==> config.mk <==
export PLATFORM = sky130hd
export DESIGN_NAME = adc_drive_ctl
export DESIGN_NICKNAME = d
export VERILOG_FILES = /design/src/hdl/adc_sync2.v /design/src/hdl/adc_park_timer.v /design/src/hdl/adc_drive_ctl.v
export VERILOG_INCLUDE_DIRS = /design/src /design/src/hdl
export SDC_FILE = /design/constraint.sdc
export NUM_CORES = 1
export LEC_CHECK = 0
export ABC_AREA = 1
export BUFFER_PORTS_ARGS = -buffer_cell sky130_fd_sc_hd__buf_2
export CORE_ASPECT_RATIO = 0.8
export CORE_MARGIN = 3
export CORE_UTILIZATION = 45
export DETAILED_ROUTE_END_ITERATION = 6
export PLACE_DENSITY = 0.75
export SLEW_MARGIN = 20
export SYNTH_ARGS = -nofsm -noshare
export SYNTH_HDL_FRONTEND = slang
export SYNTH_SLANG_ARGS = --single-unit
==> constraint.sdc <==
create_clock -name core_clk -period 4 [get_ports core_clk]
set_input_delay 1.2 -clock core_clk [delete_from_list [all_inputs] [get_ports core_clk]]
set_output_delay 1.2 -clock core_clk [all_outputs]
set_load 0.05 [all_outputs]
==> src/hdl/adc_defs.vh <==
`ifndef ADC_DEFS_VH
`define ADC_DEFS_VH

// ----------------------------------------
// Bus geometry
// ----------------------------------------
`define ADC_AD_W 32
`define ADC_CBE_W 4
`define ADC_LANE_W 8
`define ADC_ADDR_LSB 2

// ----------------------------------------
// Reset and parking values
// ----------------------------------------
`define ADC_AD_RST 32'h0000_0000
`define ADC_CBE_RST 4'h0
`define ADC_AD_PARK 32'h0000_0000
`define ADC_CBE_PARK 4'h0
`define ADC_LOW2_ZERO 2'h0
`define ADC_OE_ON 1'b0
`define ADC_OE_OFF 1'b1

// Clocks from release to parking drive, inside the 2..5 window
`define ADC_PARK_DELAY 3
// Part of that delay spent outside the timer (release flag and output register)
`define ADC_PARK_OVERHEAD 2
`define ADC_PARK_CNT_W 3

// ----------------------------------------
// Sequencer states
// ----------------------------------------
`define ADC_ST_W 2
`define ADC_ST_IDLE 2'h0
`define ADC_ST_MADDR 2'h1
`define ADC_ST_MDATA 2'h2
`define ADC_ST_TDATA 2'h3

`endif

==> src/hdl/adc_sync2.v <==
`timescale 1ns/100ps
// ----------------------------------------
// Two-stage synchroniser
// ----------------------------------------
// No reset: the strap must be seen settled while reset is still held.
module adc_sync2 #(
  parameter W = 1
) (
  input wire core_clk,
  input wire [W-1:0] din,
  output reg [W-1:0] dout
);

  reg [W-1:0] meta_r;

  always @(posedge core_clk)
  begin
    meta_r <= din;
    dout <= meta_r;
  end

endmodule // adc_sync2

==> src/hdl/adc_park_timer.v <==
`timescale 1ns/100ps
// ----------------------------------------
// One-shot delay after reset release
// ----------------------------------------
module adc_park_timer #(
  parameter CNT_W = 3,
  parameter [CNT_W-1:0] LIMIT = {{(CNT_W-1){1'b0}}, 1'b1}
) (
  input wire core_clk,
  input wire resetn,
  input wire run,
  output reg done_r
);

  reg [CNT_W-1:0] cnt_r;

  always @(posedge core_clk or negedge resetn)
  begin
    if (!resetn)
    begin
      cnt_r <= {CNT_W{1'b0}};
      done_r <= 1'b0;
    end
    else if (run && !done_r)
    begin
      cnt_r <= cnt_r + {{(CNT_W-1){1'b0}}, 1'b1};
      if (cnt_r == LIMIT - {{(CNT_W-1){1'b0}}, 1'b1})
        done_r <= 1'b1;
    end
  end

endmodule // adc_park_timer

==> src/hdl/adc_drive_ctl.v <==
`timescale 1ns/100ps
`include "adc_defs.vh"
// ----------------------------------------
// Address/data and command/byte-enable drive control
// ----------------------------------------
module adc_drive_ctl #(
  parameter AD_W = `ADC_AD_W,
  parameter CBE_W = `ADC_CBE_W,
  parameter PARK_DELAY = `ADC_PARK_DELAY
) (
  input wire core_clk,
  input wire resetn,
  input wire host_request_strap_n,
  input wire bridge_own_grant_n,
  input wire no_grant_active,
  input wire bus_idle,
  input wire [AD_W-1:0] ad_in,
  output reg [AD_W-1:0] ad_out,
  output reg ad_oe_n,
  input wire [CBE_W-1:0] cbe_in,
  output reg [CBE_W-1:0] cbe_out,
  output reg cbe_oe_n,
  input wire mst_start,
  input wire mst_write,
  input wire [AD_W-1:0] mst_addr,
  input wire [CBE_W-1:0] mst_cmd,
  input wire [AD_W-1:0] mst_wdata,
  input wire [CBE_W-1:0] mst_be_n,
  input wire mst_beat,
  input wire mst_last,
  output reg mst_busy,
  output reg [AD_W-1:0] mst_rdata,
  output reg mst_rdata_valid,
  input wire tgt_addr_phase,
  input wire tgt_read,
  input wire [AD_W-1:0] tgt_rdata,
  input wire tgt_beat,
  input wire tgt_last,
  output reg [AD_W-1:0] tgt_addr,
  output reg [CBE_W-1:0] tgt_cmd,
  output reg [AD_W-1:0] tgt_wdata,
  output reg [CBE_W-1:0] tgt_be_n,
  output reg tgt_wdata_valid,
  output reg arb_enabled
);

  // ----------------------------------------
  // Byte-lane mask from active-low enables
  // ----------------------------------------
  function [AD_W-1:0] lane_mask;
    input [CBE_W-1:0] be_n;
    integer i;
    begin
      lane_mask = {AD_W{1'b0}};
      for (i = 0; i < CBE_W; i = i + 1)
        lane_mask[i*`ADC_LANE_W +: `ADC_LANE_W] = {`ADC_LANE_W{~be_n[i]}};
    end
  endfunction

  // ----------------------------------------
  // Master-role state decode
  // ----------------------------------------
  function is_mst_state;
    input [`ADC_ST_W-1:0] st;
    begin
      is_mst_state = (st == `ADC_ST_MADDR) || (st == `ADC_ST_MDATA);
    end
  endfunction

  // ----------------------------------------
  // Pin synchronisers
  // ----------------------------------------
  // Pins move off our clock, so AD, C/BE, strap and own-grant pass two flops before use; bus_idle and no_grant_active are used as they come
  wire [AD_W-1:0] ad_s;
  wire [CBE_W-1:0] cbe_s;
  wire strap_s;
  wire own_grant_n_s;

  adc_sync2 #(
    .W(AD_W)
  ) u_sync_ad (
    .core_clk(core_clk),
    .din(ad_in),
    .dout(ad_s)
  );

  adc_sync2 #(
    .W(CBE_W)
  ) u_sync_cbe (
    .core_clk(core_clk),
    .din(cbe_in),
    .dout(cbe_s)
  );

  adc_sync2 #(
    .W(2)
  ) u_sync_ctl (
    .core_clk(core_clk),
    .din({host_request_strap_n, bridge_own_grant_n}),
    .dout({strap_s, own_grant_n_s})
  );

  // ----------------------------------------
  // Release flag, strap and parking delay
  // ----------------------------------------
  reg released_r;
  wire park_ready;
  wire park_timer_done;

  always @(posedge core_clk or negedge resetn)
  begin
    if (!resetn)
    begin
      released_r <= 1'b0;
      arb_enabled <= 1'b0;
    end
    else if (!released_r)
    begin
      released_r <= 1'b1;
      // High strap enables the internal arbiter
      arb_enabled <= strap_s;
    end
  end

  // Timer covers only what the release flag and output register do not
  localparam [31:0] PARK_LIMIT_FULL = PARK_DELAY - `ADC_PARK_OVERHEAD;
  localparam [`ADC_PARK_CNT_W-1:0] PARK_LIMIT = PARK_LIMIT_FULL[`ADC_PARK_CNT_W-1:0];

  adc_park_timer #(
    .CNT_W(`ADC_PARK_CNT_W),
    .LIMIT(PARK_LIMIT)
  ) u_park_timer (
    .core_clk(core_clk),
    .resetn(resetn),
    .run(released_r),
    .done_r(park_timer_done)
  );

  // Shortest legal delay needs no timer; a zero limit would wrap the counter
  assign park_ready = (PARK_LIMIT == {`ADC_PARK_CNT_W{1'b0}}) ? released_r : park_timer_done;

  // ----------------------------------------
  // Phase sequencer
  // ----------------------------------------
  reg [`ADC_ST_W-1:0] state_r;
  reg [`ADC_ST_W-1:0] state_nxt;
  reg mst_write_r;
  reg tgt_read_r;
  reg [AD_W-1:0] mst_addr_r;
  reg [CBE_W-1:0] mst_cmd_r;

  wire own_idle = !own_grant_n_s && bus_idle;
  // Parking needs the arbiter on; with it off this term is dead
  wire park_now = arb_enabled && park_ready && no_grant_active && bus_idle;
  wire mst_go = released_r && mst_start && own_idle;
  // A target hit loses to our own master start in the same clock
  wire tgt_go = released_r && tgt_addr_phase && !mst_go;

  always @*
  begin
    state_nxt = state_r;
    case (state_r)
      `ADC_ST_IDLE:
      begin
        if (mst_go)
          state_nxt = `ADC_ST_MADDR;
        else if (tgt_go)
          state_nxt = `ADC_ST_TDATA;
      end
      // Exactly one address clock, then data until the last beat
      `ADC_ST_MADDR:
        state_nxt = `ADC_ST_MDATA;
      `ADC_ST_MDATA:
      begin
        if (mst_beat && mst_last)
          state_nxt = `ADC_ST_IDLE;
      end
      `ADC_ST_TDATA:
      begin
        if (tgt_beat && tgt_last)
          state_nxt = `ADC_ST_IDLE;
      end
      default:
        state_nxt = `ADC_ST_IDLE;
    endcase
  end

  always @(posedge core_clk or negedge resetn)
  begin
    if (!resetn)
    begin
      state_r <= `ADC_ST_IDLE;
      mst_write_r <= 1'b0;
      tgt_read_r <= 1'b0;
      mst_addr_r <= `ADC_AD_RST;
      mst_cmd_r <= `ADC_CBE_RST;
    end
    else
    begin
      state_r <= state_nxt;
      if (mst_go && state_r == `ADC_ST_IDLE)
      begin
        mst_write_r <= mst_write;
        mst_addr_r <= mst_addr;
        mst_cmd_r <= mst_cmd;
      end
      if (tgt_go && state_r == `ADC_ST_IDLE)
        tgt_read_r <= tgt_read;
    end
  end

  // ----------------------------------------
  // Pin drive, next values
  // ----------------------------------------
  reg [AD_W-1:0] ad_nxt;
  reg ad_oe_n_nxt;
  reg [CBE_W-1:0] cbe_nxt;
  reg cbe_oe_n_nxt;

  always @*
  begin
    // Released by default once out of reset
    ad_nxt = `ADC_AD_PARK;
    ad_oe_n_nxt = `ADC_OE_OFF;
    cbe_nxt = `ADC_CBE_PARK;
    cbe_oe_n_nxt = `ADC_OE_OFF;
    case (state_nxt)
      `ADC_ST_MADDR:
      begin
        ad_nxt = {mst_addr[AD_W-1:`ADC_ADDR_LSB], `ADC_LOW2_ZERO};
        ad_oe_n_nxt = `ADC_OE_ON;
        cbe_nxt = mst_cmd;
        cbe_oe_n_nxt = `ADC_OE_ON;
      end
      `ADC_ST_MDATA:
      begin
        // Reads release the lanes so the target can drive them
        ad_nxt = mst_write_r ? mst_wdata : `ADC_AD_PARK;
        ad_oe_n_nxt = mst_write_r ? `ADC_OE_ON : `ADC_OE_OFF;
        cbe_nxt = mst_be_n;
        cbe_oe_n_nxt = `ADC_OE_ON;
      end
      `ADC_ST_TDATA:
      begin
        // Command lines stay released as target
        ad_nxt = tgt_rdata;
        ad_oe_n_nxt = (state_r == `ADC_ST_TDATA ? tgt_read_r : tgt_read) ? `ADC_OE_ON : `ADC_OE_OFF;
        cbe_oe_n_nxt = `ADC_OE_OFF;
      end
      default:
      begin
        if (released_r && (park_now || own_idle))
        begin
          ad_oe_n_nxt = `ADC_OE_ON;
          cbe_oe_n_nxt = `ADC_OE_ON;
        end
      end
    endcase
  end

  // Leading edge of reset forces low drive at once; first clock after the trailing edge releases
  always @(posedge core_clk or negedge resetn)
  begin
    if (!resetn)
    begin
      ad_out <= `ADC_AD_RST;
      ad_oe_n <= `ADC_OE_ON;
      cbe_out <= `ADC_CBE_RST;
      cbe_oe_n <= `ADC_OE_ON;
    end
    else
    begin
      ad_out <= ad_nxt;
      ad_oe_n <= ad_oe_n_nxt;
      cbe_out <= cbe_nxt;
      cbe_oe_n <= cbe_oe_n_nxt;
    end
  end

  // ----------------------------------------
  // Master status and read capture
  // ----------------------------------------
  always @(posedge core_clk or negedge resetn)
  begin
    if (!resetn)
    begin
      mst_busy <= 1'b0;
      mst_rdata <= `ADC_AD_RST;
      mst_rdata_valid <= 1'b0;
    end
    else
    begin
      // Busy follows the next state so it lines up with the pins
      mst_busy <= is_mst_state(state_nxt);
      mst_rdata_valid <= 1'b0;
      if (state_r == `ADC_ST_MDATA && mst_beat && !mst_write_r)
      begin
        // Pins reach ad_s two clocks late, so read data must stand that long first
        // Disabled lanes read as zero
        mst_rdata <= ad_s & lane_mask(cbe_out);
        mst_rdata_valid <= 1'b1;
      end
    end
  end

  // ----------------------------------------
  // Target address and write capture
  // ----------------------------------------
  always @(posedge core_clk or negedge resetn)
  begin
    if (!resetn)
    begin
      tgt_addr <= `ADC_AD_RST;
      tgt_cmd <= `ADC_CBE_RST;
      tgt_wdata <= `ADC_AD_RST;
      tgt_be_n <= `ADC_CBE_RST;
      tgt_wdata_valid <= 1'b0;
    end
    else
    begin
      tgt_wdata_valid <= 1'b0;
      if (state_r == `ADC_ST_IDLE && state_nxt == `ADC_ST_TDATA)
      begin
        // Address phase: lines are inputs, command observed only
        tgt_addr <= ad_s;
        tgt_cmd <= cbe_s;
      end
      if (state_r == `ADC_ST_TDATA && tgt_beat && !tgt_read_r)
      begin
        // Little-endian lanes kept in place, disabled lanes zeroed
        tgt_wdata <= ad_s & lane_mask(cbe_s);
        tgt_be_n <= cbe_s;
        tgt_wdata_valid <= 1'b1;
      end
    end
  end

endmodule // adc_drive_ctl

# After elaboration in Yosys (flattened, before gate mapping)
# Index checks and enable logic that the tools add are counted.
# W data, S select, Z words.
# word_totals
n_memories	0
in_bits	154
latchBits	0
rom_bits	0
reg_bits	231
ramBits	0
word_cells	88
# op_classes
n_mul	0
reduce_logical	30
bitwise	10
eq_ne	6
mux	16
div	0
n_addsub	1
shifts	0
magnitude_cmp	0
# op_table
op	count
$pmux W32 S3	1
$and A32 B32 Y32	2
$mux W32	1
$logic_and A1 B1 Y1	19
$eq A2 B2 Y1 const B	4
$mux W2	4
$not A1 Y1	8
$pmux W2 S4	1
$pmux W4 S2	1
$mux W1	6
$logic_not A1 Y1	5
$eq A2 B1 Y1 const B	2
$add A3 B1 Y3 const B	1
$logic_not A3 Y1	1
$pmux W1 S3	1
$logic_not A2 Y1	1
$logic_or A1 B1 Y1	2
$pmux W1 S2	1
$reduce_and A2 Y1	1
$reduce_or A2 Y1	1

# Depth between registers and ports, before layout
# Gate-level depths: netlist (run 1).
# depth
ltp_word	11
ltp_mapped	10
mapped_depth_nobuf	9

# Cells and area by module
# A second synthesis (run 1) with hierarchy kept.
# hier_totals
hier_cells	794
area_unflattened_um2	8119.0
# by_module_without_submodules
mod	n_inst	area_each_um2	cells_each
adc_drive_ctl	1	6389.9	695
adc_sync2 at u_sync_ad	1	1281.2	64
adc_park_timer	1	207.7	23
adc_sync2 at u_sync_cbe	1	160.2	8
adc_sync2 at u_sync_ctl	1	80.1	4

# Worst setup path before layout (run 1)
# OpenSTA, ideal clock, no wires.
# synth_path
path_type	input-to-reg
startpoint	input port bus_idle
endpoint	register ad_oe_n
setup_ps	126
required_time_ps	3874
path_slack_ps	1806
stages	9
arrival_ps	2068
path_cell_list	inv_1 nor2_1 nand2_2 nand2_2 buf_6 nand2_8 buf_6 nand3_1 nand3_1
# synth_via
elab_chain_len	9
# synth_lines
element	line	rtl
start, declared	adc_drive_ctl.v:16	input wire bus_idle,
$logic_and A1 B1 Y1	adc_drive_ctl.v:152	wire own_idle = !own_grant_n_s && bus_idle;
$logic_and A1 B1 Y1	adc_drive_ctl.v:155	wire mst_go = released_r && mst_start && own_idle;
$logic_not A1 Y1	adc_drive_ctl.v:157	wire tgt_go = released_r && tgt_addr_phase && !mst_go;
$logic_and A1 B1 Y1	adc_drive_ctl.v:157	
$mux W2	adc_drive_ctl.v:167	else if (tgt_go)
$mux W2	adc_drive_ctl.v:165	if (mst_go)
$pmux W2 S4	adc_drive_ctl.v:162	case (state_r)
$eq A2 B2 Y1 / $eq A2 B1 Y1 (equally long branches)	adc_drive_ctl.v:227	case (state_nxt)
$pmux W1 S3 *	adc_drive_ctl.v:227	
via ad_oe_n_nxt	adc_drive_ctl.v:216	reg ad_oe_n_nxt;
end signal, assigned	adc_drive_ctl.v:267	ad_oe_n <= `ADC_OE_ON;
end signal, assigned	adc_drive_ctl.v:274	ad_oe_n <= ad_oe_n_nxt;
end, declared	adc_drive_ctl.v:19	output reg ad_oe_n,
# The timed path passes the listed nets; every way through them passes the cells marked *.
# A chain may end at the register's enable or synchronous reset.

# Worst setup path after layout (run 1)
# layout_path
startpoint	register cbe_out[1]
endpoint	output port cbe_out[1]
# layout_lines
element	line	rtl
start, declared	adc_drive_ctl.v:21	output reg [CBE_W-1:0] cbe_out,
start signal, assigned	adc_drive_ctl.v:268	cbe_out <= `ADC_CBE_RST;
start signal, assigned	adc_drive_ctl.v:275	cbe_out <= cbe_nxt;
# No word-level cell between the ends.

==> results, run 1 <==
- From bottom edge to top edge, the die measures 126 µm.
- The arrival time at the worst endpoint is 1280 ps.
- For this run, the top clock speed supported by timing is 0.404 GHz.
- The cell family with the largest share of critical-path delay is flip-flops.
- The first routing iteration left 446 violations.
- The commonest cells after synthesis are 168 x sky130_fd_sc_hd__nand2_1, 155 x sky130_fd_sc_hd__dfrtp_1, 104 x sky130_fd_sc_hd__nand3_1.
- The first global-routing pass estimated 33.0 mm of wire.
- Summed over all failing endpoints, the final setup total negative slack is 0 ps.
- The reported leakage power is 0.00560 µW.
- The first detailed-routing pass ran for 7 iterations.
- Summed over all layers, the global routing overflow is 0.
- After clock tree synthesis, the clock-pin slew on the worst setup and hold paths is 60 ps.
- The detail route stage leaves a number of antenna-violating nets equal to 0.
- Counting every sink on the clock net gives 231.
- The shortest clock period the worst path allows after layout is 2480 ps.
- The fraction of synthesized cell area taken by the top area cell type is 0.481.
- Setup repair after global routing left no endpoint under its margin.
- The period utilization is 0.619.
- The clock latency on the worst-skew pair is 510 ps.
- The standard-cell row count is 43.
- 0 antenna diodes ended up in the layout.
- The detail-routed via count per cell is 4.91.
- The number of buffers created by CTS is 23.
- The cell internal power dissipation is 5290 µW.
- The flow ran to the end, and the final reports show no timing, DRC or antenna violations.
- The distinct cell type count of the synthesized netlist is 28.
- The final layout contains routed wiring with a total length of 21.3 mm.
- Of the synthesized area, sequential elements account for 0.669.
- From synthesis to final layout, the design area changed by 29.8%.
- At the worst endpoint, the required time is 2800 ps.
- The starting density of the core is 0.462.
- The half-perimeter wire length after placement is 15.1 mm.
- The hold violation count in the final report is 0.
- Traced cell by cell, the critical path runs through buf_2.
- The share of total power dissipated in sequential elements is 0.336.
- The number of global-route vias before repair is 6246.
- The placer congestion estimate is 0.882.
- In this run, post-CTS hold repair placed 0 buffers.
- For the pin with the worst max-slew slack, the measured transition is 712 ps.
- Post-CTS timing repair inserted 0 buffers for setup.
- The total via count after detailed routing is 6501.
- The proportion of register bits with asynchronous set or reset after synthesis is 0.671.
- The net count of the finished layout is 1237.
- In this run, synthesis inferred 0 flip-flops with an integrated enable.
- The core footprint is 17500 µm².
- The analysis attributes to net switching a power of 4840 µW.
- The buffer and inverter count on the worst path is 1.
- The number of max-slew violations in the final report came to 0.
- The die covers 19600 µm².
- In this run, synthesis produced a sequential element count of 231.
- The tool flagged a number of max-cap violations equal to 0.
- Yosys instantiated no cell more often than sky130_fd_sc_hd__nand2_1.
- The TritonCTS clock tree is yes.
- The worst-case setup slack after placement is 1230 ps.
- The number of buffers inserted by port buffering is 297.
- Setup violations remaining at the end of the flow were counted as 0.
- The cell at the root of the clock tree is sky130_fd_sc_hd__clkbuf_16.
- The fraction of layout instances using a drive strength above 1 is 0.325.
- Entering global routing, the biggest net connects 74 pins.
- The slowest stage of the critical path is the sky130_fd_sc_hd__dfrtp_1 cell.
- The clock passes through at most 3 buffers.
- The overall die width is 156 µm.
- 300 I/O pins were placed.
- In the routed design, unresolved DRC markers number 0.
- The average wire length per cell after detail routing is 16.1 µm.
- The number of gates given a new drive strength after cts is 0.
- In this run the cell area of the synthesized design comes to 8070 µm².
- For this run, the total global-route usage over all layers was measured as 0.211.
- The number of instances in the synthesized netlist is 790.
- Of all nets on the critical path, the largest fanout is 2.
- The number of nets handed over by synthesis was 946.
- The category of the critical setup timing path is flip-flop to output pin.
- The final setup slack of the worst path is 1520 ps.
- Clock skew on the completed layout was measured at 8.93 ps.
- The number of antenna violations at the first check in global routing is 1.
- The tightest min-delay check is of the flip-flop to flip-flop type.
- Of the total power, the share spent switching nets is 0.478.
- The worst-case IR drop observed on VDD is 0.000399 V.
- The share of total power dissipated in combinational logic is 0.446.
- The Yosys step of the flow raised 0 warnings.
- Overall power consumption after layout is estimated at 10100 µW.
- By area the synthesized netlist is led by sky130_fd_sc_hd__dfrtp_1 48%, sky130_fd_sc_hd__dfxtp_1 19%, sky130_fd_sc_hd__nand2_1 7.8%, sky130_fd_sc_hd__nand3_1 6.4%, sky130_fd_sc_hd__o21ai_0 5.7%.
- The endpoint kind of the worst setup timing path is an output pin.
- The synthesized area per cell is 10.2 µm².
- The largest incremental delay on the critical path is 460 ps.
- STA classifies the critical path startpoint as a flip-flop.
- In the synthesized netlist the dominant register cell turns out to be sky130_fd_sc_hd__dfrtp_1.
- The cell area power density is 967 nW/µm².
- Measured against its own limit, the worst slew margin works out to 0.526.
- The share of total power dissipated in the clock network is 0.218.
- The synthesized design spends more area on one cell type than any other, namely sky130_fd_sc_hd__dfrtp_1.
- The CTS H-tree depth is 1.
## cell type report
cell class / instances / area [µm²]
clock buffer: 31 / 666
multi-input combinational: 433 / 2110
clock inverter: 11 / 128
sequential: 231 / 5400
timing repair buffer: 305 / 1570
fill: 1482 / 7010
inverter: 87 / 327
tap: 225 / 282
## metrics by stage
| stage | cell area [µm²] | hold WS [ps] | utilization | cells |
|---|---|---|---|---|
| 6_report | 10500 | 326 | 0.599 | 1323 |
| 5_1_grt | 10500 | 331 | 0.599 | 1323 |
| 4_1_cts | 10500 | 326 | 0.599 | 1323 |
| 3_5_place_dp | 9680 | 312 | 0.554 | 1281 |
| 3_3_place_gp | 9680 | 310 | 0.554 | 1281 |
| 2_1_floorplan | 8070 | 310 | - | 790 |
## logic make-up (layout without fill, tap and decap cells)
family          Yosys count  count (layout)  synth area share
compound gates          109             109            0.0696
xor+xnor                  2               2           0.00217
fa+ha+maj                 2               2           0.00310
buf+inv                 126             434            0.0702
flops                   231             231             0.669
other cells               1               1          0.000465
simple gates            319             319             0.185
## per-layer routing
layer / track usage / up-vias / routed length (µm)
met5: 0 / - / 13
met4: 0.0680 / 2 / 709
met3: 0.0673 / 53 / 2170
met2: 0.332 / 292 / 9750
met1: 0.278 / 3033 / 8640
li1: - / 3121 / -
## path summary, 6_finish.rpt
kind / cells past startpoint / start / slack (ps) / to
max reg2reg: 8 / released_r / 2160 / ad_out[5]
min: 0 / u_sync_cbe.meta_r[2] / 330 / u_sync_cbe.dout[2]
min in group asynchronous: 1 / resetn / 610 / mst_rdata[20]
min reg2reg: 0 / u_sync_cbe.meta_r[2] / 330 / u_sync_cbe.dout[2]
max: 1 / cbe_out[1] / 1520 / cbe_out[1]
max in group asynchronous: 2 / resetn / 2480 / ad_out[27]
## power groups by stage
stage	sequential (µW)	combinational (µW)	clock, µW
after detailed placement	3440	4530	0
after floorplan	5730	1140	0
after CTS	3410	4540	2250
final	3400	4510	2210
after global placement	3410	4490	0
after global routing	3490	4800	2340
## registers in the layout, summed over array words and instances (netlist names), 32 cells and up
signal and cells:
ad_out 32, mst_rdata 32, tgt_addr 32, tgt_wdata 32, u_sync_ad.dout 32, u_sync_ad.meta_r 32
## placed cells by master, fill, tap and decap left out, drive strengths merged
master	instances
buf	305
nand2	175
dfrtp	155
nand3	104
o21ai	102
inv	88
dfxtp	76
clkbuf	31
nand3b	30
clkinv	8
nor2	7
o21a	4
nand4	2
xor2	2
ha	2
bufinv	2
a21oi	1
o21bai	1
nor3	1
a31o	1
conb	1
(Power assumes the default switching activity.)
==> inputs of run 2 (changes only) <==
Settings changed: ABC_AREA 1 to 0.
Clock period 4 ns to 2.5 ns, I/O delays scaled along.
==> results, run 2 <==
- Run status: finished clean (unchanged).
- The largest incremental delay on the critical path is 540 ps (was 460 ps).
- The total power of the final layout is 16700 µW (was 10100 µW).
- The TritonCTS clock tree was yes (unchanged).
- The cell internal power dissipation is 8920 µW (was 5290 µW).
- The number of iterations in the first detailed-routing pass is 4 (was 7).
- The total global routing track utilization was 0.204 (was 0.211).
- The category of the critical setup timing path is flip-flop to output pin (unchanged).
- The placer congestion estimate is 0.851 (was 0.882).
- The distinct cell type count of the synthesized netlist is 44 (was 28).
- The relative contribution of sequential cells to total power was 0.333 (was 0.336).
- The number of max-slew violations in the final report is 0 (unchanged).
- The number of flops mapped to enable cells by yosys is 0 (unchanged).
- Commonest non-fill, non-tap cells in the layout: 296 x sky130_fd_sc_hd__buf_2, 155 x sky130_fd_sc_hd__dfrtp_1, 96 x sky130_fd_sc_hd__nand2_1 (was 296 x sky130_fd_sc_hd__buf_2, 168 x sky130_fd_sc_hd__nand2_1, 155 x sky130_fd_sc_hd__dfrtp_1).
- The startpoint of the most critical register-to-register path is state_r[1] (was released_r).
- The number of buffers created by CTS is 23 (unchanged).
- The worst slack on hold paths was 154 ps (was 326 ps).
- The starting density of the core is 0.464 (was 0.462).
- The part of the total power dissipated in combinational logic came to 0.458 (was 0.446).
- The worst-case setup slack after placement is 307 ps (was 1230 ps).
- The total via count after detailed routing was 5989 (was 6501).
- The Yosys warning count is 0 (unchanged).
- The number of buffers on the longest clock path came to 3 (unchanged).
- The worst clock skew was 7.04 ps (was 8.93 ps).
- The register bit total from synthesis was 231 (unchanged).
- The global-route wire length before repair was 32.2 mm (was 33.0 mm).
- The floorplan die height was 126 µm (about the same).
- The net switching power was 7730 µW (was 4840 µW).
- The number of nets still failing antenna checks after routing is 0 (unchanged).
- The number of gates given a new drive strength after cts is 0 (unchanged).
- The number of antenna violations at the first check in global routing was 1 (unchanged).
- The area of the mapped netlist is 8130 µm² (was 8070 µm²).
- The largest fanout of any net on the critical path is 9 (was 2).
- The endpoint kind of the worst setup timing path is an output pin (unchanged).
- The half-perimeter wire length after placement is 15.2 mm (was 15.1 mm).
- The proportion of register bits with asynchronous set or reset after synthesis is 0.671 (unchanged).
- The most common cell after layout, fill and taps aside is sky130_fd_sc_hd__buf_2 (unchanged).
- The number of global-route vias before repair is 6043 (was 6246).
- The final antenna diode count was 0 (unchanged).
- The cell at the root of the clock tree is sky130_fd_sc_hd__clkbuf_16 (unchanged).
- The number of instances in the synthesized netlist came to 672 (was 790).
- The logic depth of the worst path, buffers included was 1 (unchanged).
- The number of nets produced by synthesis is 828 (was 946).
- The period utilization is 0.845.
- The highest clock rate is 0.473 GHz.
- The dominant cell by count in the synthesized netlist is sky130_fd_sc_hd__dfrtp_1 (was sky130_fd_sc_hd__nand2_1).
- Commonest cells in the netlist: 155 x sky130_fd_sc_hd__dfrtp_1, 96 x sky130_fd_sc_hd__nand2_1, 76 x sky130_fd_sc_hd__dfxtp_1 (was 168 x sky130_fd_sc_hd__nand2_1, 155 x sky130_fd_sc_hd__dfrtp_1, 104 x sky130_fd_sc_hd__nand3_1).
- The internal reg-to-reg setup slack is 610 ps (was 2160 ps).
- The shortest clock period the worst path allows after layout is 2110 ps.
- The detailed-route wire length is 20.8 mm (was 21.3 mm).
- The register area share after synthesis was 0.664 (was 0.669).
- The number of setup violations in the final report is 0 (unchanged).
- The standard-cell row count is 43 (unchanged).
- The synthesized area per cell was 12.1 µm² (was 10.2 µm²).
- The fraction of synthesized cell area taken by the top area cell type was 0.477 (was 0.481).
- The number of filler cells placed in the layout was 1446 (was 1482).
- Top area cells in the synthesized netlist: sky130_fd_sc_hd__dfrtp_1 48%, sky130_fd_sc_hd__dfxtp_1 19%, sky130_fd_sc_hd__nand2b_1 5.0%, sky130_fd_sc_hd__mux2_2 4.6%, sky130_fd_sc_hd__nand2_1 4.4% (was sky130_fd_sc_hd__dfrtp_1 48%, sky130_fd_sc_hd__dfxtp_1 19%, sky130_fd_sc_hd__nand2_1 7.8%, sky130_fd_sc_hd__nand3_1 6.4%, sky130_fd_sc_hd__o21ai_0 5.7%).
- The share of total power consumed by net switching was 0.464 (was 0.478).
- The end point of the critical path is cbe_out[2] (was cbe_out[1]).
- The cell family with the largest share of critical-path delay is flip-flops (unchanged).
- The final net count is 1134 (was 1237).
- The overall die width was 156 µm (about the same).
- The largest net degree at the start of global routing came to 70 (was 74).
- The CTS H-tree depth is 1 (unchanged).
- The detail-routed via count per cell was 4.92 (was 4.91).
- The arrival time at the worst endpoint was 1360 ps (was 1280 ps).
- The clock share of power is 0.209 (was 0.218).
- The hold violation count in the final report is 0 (unchanged).
- The cell accounting for the most synthesized area was sky130_fd_sc_hd__dfrtp_1 (unchanged).
- The max-capacitance violation count is 0 (unchanged).
- The DRC violation total after the first TritonRoute iteration was 255 (was 446).
- The core footprint is 17500 µm² (about the same).
- The fraction of layout instances using a drive strength above 1 is 0.398 (was 0.325).
- The cell with the largest stage delay on the worst path was sky130_fd_sc_hd__dfrtp_1 (unchanged).
- Setup repair after global routing missed its margin: no (unchanged).
- The cell area power density came to 1550 nW/µm² (was 967 nW/µm²).
- The path type of the worst min-delay path is input port to async pin (was flip-flop to flip-flop).
- The buffer and inverter count on the worst path is 1 (unchanged).
- Worst path cell trace: buf_2 (unchanged).
- The startpoint class of the critical path is a flip-flop (unchanged).
- The average wire length per cell after detail routing was 17.1 µm (was 16.1 µm).
- The TritonCTS sink count came to 231 (unchanged).
- The data required time of the critical path is 1750 ps (was 2800 ps).
- The final setup slack of the worst path is 387 ps (was 1520 ps).
- The reported leakage power was 0.00546 µW (was 0.00560 µW).
- The area of the die is 19700 µm² (was 19600 µm²).
- The number of buffers inserted by port buffering is 297 (unchanged).
- The critical register-to-register path endpoint is ad_out[0] (was ad_out[5]).
- The critical path launch point is cbe_out[2] (was cbe_out[1]).
- The DRC violation count after routing is 0 (unchanged).
- The post-CTS setup repair buffer count is 0 (unchanged).
- The final global-route overflow total is 0 (unchanged).
- The top-level port count is 300 (unchanged).
- The utilization of the core after routing came to 0.611 (was 0.599).
- The number of cells on the worst reg-to-reg path is 5 (was 8).
- The top flip-flop cell by instance count after synthesis is sky130_fd_sc_hd__dfrtp_1 (unchanged).
- The clock latency on the worst-skew pair was 490 ps (was 510 ps).
- The total negative slack for setup checks came to 0 ps (unchanged).
- The number of hold buffers added after cts is 0 (unchanged).
- The layout overhead on the synthesized area is 31.9% (was 29.8%).
- The worst ir drop on vdd is 0.000796 V (was 0.000399 V).
- The clock input transition at the sequential cells of the worst setup and hold paths is 60 ps (about the same).
[run 2: layout make-up]
cell class              instances  area [µm²]  area share
flip-flops and latches        231        5400       0.504
multi-input cells             392        2510       0.234
repair buffers                319        1720       0.160
clock buffers                  34         657      0.0613
well taps                     225         282      0.0263
clock inverters                 6         111      0.0104
inverters                      11        42.5     0.00397
[run 2: stage by stage]
step	area [µm²]	std cells
floorplan	8130	672
global placement	9960	1178
detailed placement	9960	1178
CTS	10700	1218
global route	10700	1218
finish	10700	1218
[run 2: worst min path at each step]
stage	start	to	depth (start not counted)
after floorplan	u_sync_ad.meta_r[0]	u_sync_ad.dout[0]	0
after global placement	u_sync_ad.meta_r[2]	u_sync_ad.dout[2]	0
after detailed placement	u_sync_ad.meta_r[10]	u_sync_ad.dout[10]	0
after CTS	resetn	tgt_addr[0]	1
after global routing	resetn	tgt_addr[26]	1
final	resetn	tgt_wdata[26]	1
[run 2: cell families after synthesis]
logic type	synth area share
and+or+nand+nor	0.139
adders and majority gates	0.00308
buffers and inverters	0.0291
xor gates and xnor gates	0.00215
muxes	0.0780
DFF	0.664
other	0.000461
AOI/OAI and AO/OA	0.0840
[run 2: power by group through the flow]
stage,Clock (µW),Combinational (µW),Sequential (µW)
global placement,0,7560,5580
floorplan,0,1790,9380
finish,3480,7620,5550
detailed placement,0,7660,5620
CTS,3550,7670,5570
global route,3700,8060,5710
[run 2: metal layers]
| metal | global-route usage | wire length (µm) |
|---|---|---|
| met1 | 0.260 | 8630 |
| met2 | 0.341 | 9850 |
| met3 | 0.0663 | 1880 |
| met4 | 0.0463 | 466 |
| met5 | 0 | 13 |
==> inputs of run 3 (changes only) <==
Settings changed: ABC_AREA 0 to 1.
Clock period 2.5 ns to 2.1 ns, I/O delays scaled along.
==> results, run 3 (same netlist as run 1, synthesis figures left out) <==
- Run status: finished clean (unchanged).
- The placer congestion estimate is 0.898 (was 0.851).
- The cell area power density is 1860 nW/µm² (was 1550 nW/µm²).
- The core footprint came to 17500 µm² (about the same).
- The cell family with the largest share of critical-path delay is flip-flops (unchanged).
- The worst ir drop on vdd is 0.000894 V (was 0.000796 V).
- The total negative slack for setup checks was 0 ps (unchanged).
- The DRC violation count after routing is 0 (unchanged).
- The standard-cell row count is 43 (unchanged).
- The post-placement cell count came to 1293 (was 1178).
- The post-CTS setup repair buffer count came to 0 (unchanged).
- The path type of the worst min-delay path is input port to async pin (unchanged).
- The utilization of the core after routing is 0.611 (about the same).
- The largest incremental delay on the critical path was 440 ps (was 540 ps).
- The number of nets still failing antenna checks after routing is 0 (unchanged).
- The clock input transition at the sequential cells of the worst setup and hold paths came to 70 ps (was 60 ps).
- The largest fanout of any net on the critical path is 2 (was 9).
- The half-perimeter wire length after placement is 15.6 mm (was 15.2 mm).
- The cell at the root of the clock tree is sky130_fd_sc_hd__clkbuf_16 (unchanged).
- The worst clock skew is 19.0 ps (was 7.04 ps).
- The number of global-route vias before repair was 6425 (was 6043).
- The number of buffers on the longest clock path is 3 (unchanged).
- The number of filler cells placed in the layout came to 1473 (was 1446).
- The DRC violation total after the first TritonRoute iteration came to 365 (was 255).
- The clock latency on the worst-skew pair was 510 ps (was 490 ps).
- The floorplan die height is 126 µm (about the same).
- The total global routing track utilization came to 0.213 (was 0.204).
- The arrival time at the worst endpoint is 1240 ps (was 1360 ps).
- The detailed-route wire length was 21.6 mm (was 20.8 mm).
- The fraction of layout instances using a drive strength above 1 was 0.332 (was 0.398).
- The startpoint class of the critical path is a flip-flop (unchanged).
- The highest clock rate is 0.534 GHz.
- The final global-route overflow total was 0 (unchanged).
- Commonest non-fill, non-tap cells in the layout: 296 x sky130_fd_sc_hd__buf_2, 168 x sky130_fd_sc_hd__nand2_1, 155 x sky130_fd_sc_hd__dfrtp_1 (was 296 x sky130_fd_sc_hd__buf_2, 155 x sky130_fd_sc_hd__dfrtp_1, 96 x sky130_fd_sc_hd__nand2_1).
- The data required time of the critical path is 1470 ps (was 1750 ps).
- The number of antenna violations at the first check in global routing came to 1 (unchanged).
- The instance area at placement came to 9840 µm² (was 9960 µm²).
- The worst path in the final design needs a cycle of 1870 ps, including I/O delays and setup.
- The internal reg-to-reg setup slack is 410 ps (was 610 ps).
- The largest net degree at the start of global routing is 74 (was 70).
- The layout overhead on the synthesized area is 32.4% (was 31.9%).
- The final design instance area without fill is 10700 µm² (about the same).
- The detail-routed via count per cell came to 4.87 (was 4.92).
- The reported leakage power came to 0.00569 µW (was 0.00546 µW).
- The number of iterations in the first detailed-routing pass is 4 (unchanged).
- The number of buffers created by CTS is 23 (unchanged).
- Worst path cell trace: buf_2 (unchanged).
- The area of the die is 19600 µm² (was 19700 µm²).
- The category of the critical setup timing path is flip-flop to output pin (unchanged).
- The starting density of the core was 0.462 (was 0.464).
- Setup repair after global routing missed its margin: no (unchanged).
- The most common cell after layout, fill and taps aside is sky130_fd_sc_hd__buf_2 (unchanged).
- The number of gates given a new drive strength after cts is 0 (unchanged).
- The buffer and inverter count on the worst path is 1 (unchanged).
- The global-route wire length before repair is 33.3 mm (was 32.2 mm).
- The total via count after detailed routing is 6498 (was 5989).
- The number of hold buffers added after cts is 0 (unchanged).
- The startpoint of the most critical register-to-register path is state_r[0] (was state_r[1]).
- The number of max-slew violations in the final report is 0 (unchanged).
- The final antenna diode count was 0 (unchanged).
- The TritonCTS clock tree is yes (unchanged).
- The max-capacitance violation count was 0 (unchanged).
- The number of setup violations in the final report is 0 (unchanged).
- The critical register-to-register path endpoint is ad_out[23] (was ad_out[0]).
- The TritonCTS sink count is 231 (unchanged).
- The top-level port count is 300 (unchanged).
- The worst slack on hold paths came to 29.9 ps (was 154 ps).
- The number of cells on the worst reg-to-reg path is 8 (was 5).
- The period utilization is 0.891.
- The hold violation count in the final report is 0 (unchanged).
- The number of buffers inserted by port buffering came to 297 (unchanged).
- The CTS H-tree depth is 1 (unchanged).
- The overall die width is 156 µm (about the same).
- The endpoint kind of the worst setup timing path is an output pin (unchanged).
- The cell with the largest stage delay on the worst path is sky130_fd_sc_hd__dfrtp_1 (unchanged).
- The final net count is 1249 (was 1134).
- The count of placed standard cells in the final layout, fillers left out is 1335 (was 1218).
- The average wire length per cell after detail routing is 16.2 µm (was 17.1 µm).
run 3: report_power, final:
group	internal, µW	total [µW]	leakage [µW]	switching [µW]
sequential	5820	6490	0.00262	677
combinational	1900	8800	0.00266	6900
clock	2790	4530	0.000409	1740
run 3: how the worst max path moves through the flow:
stage,end,cells after the start,startpoint
global route,cbe_out[1],1,cbe_out[1]
floorplan,ad_oe_n,9,bus_idle
global placement,ad_out[14],9,bus_idle
detailed placement,ad_out[10],9,bus_idle
CTS,cbe_out[1],1,cbe_out[1]
finish,cbe_out[1],1,cbe_out[1]
run 3: metrics by stage:
stage               total power, µW  setup WS [ps]
floorplan                     13100            476
global placement              15200            200
detailed placement            15400            151
CTS                           20000            181
global route                  20800            167
finish                        19800            228
run 3: final cells by class:
type | instances | area [µm²] | share of cell area
tap | 225 | 282 | 0.0263
clock inverter | 17 | 269 | 0.0252
timing repair buffer | 317 | 1720 | 0.161
multi-input combinational | 433 | 2110 | 0.197
inverter | 87 | 327 | 0.0306
clock buffer | 25 | 583 | 0.0546
sequential | 231 | 5400 | 0.505
run 3: routing by layer:
| layer | GRT usage | vias to the layer above | part of all wire |
|---|---|---|---|
| met5 | 0 | - | 0.00060 |
| met4 | 0.0623 | 2 | 0.031 |
| met3 | 0.0694 | 51 | 0.092 |
| met2 | 0.343 | 278 | 0.46 |
| met1 | 0.277 | 3028 | 0.41 |
| li1 | - | 3139 | - |
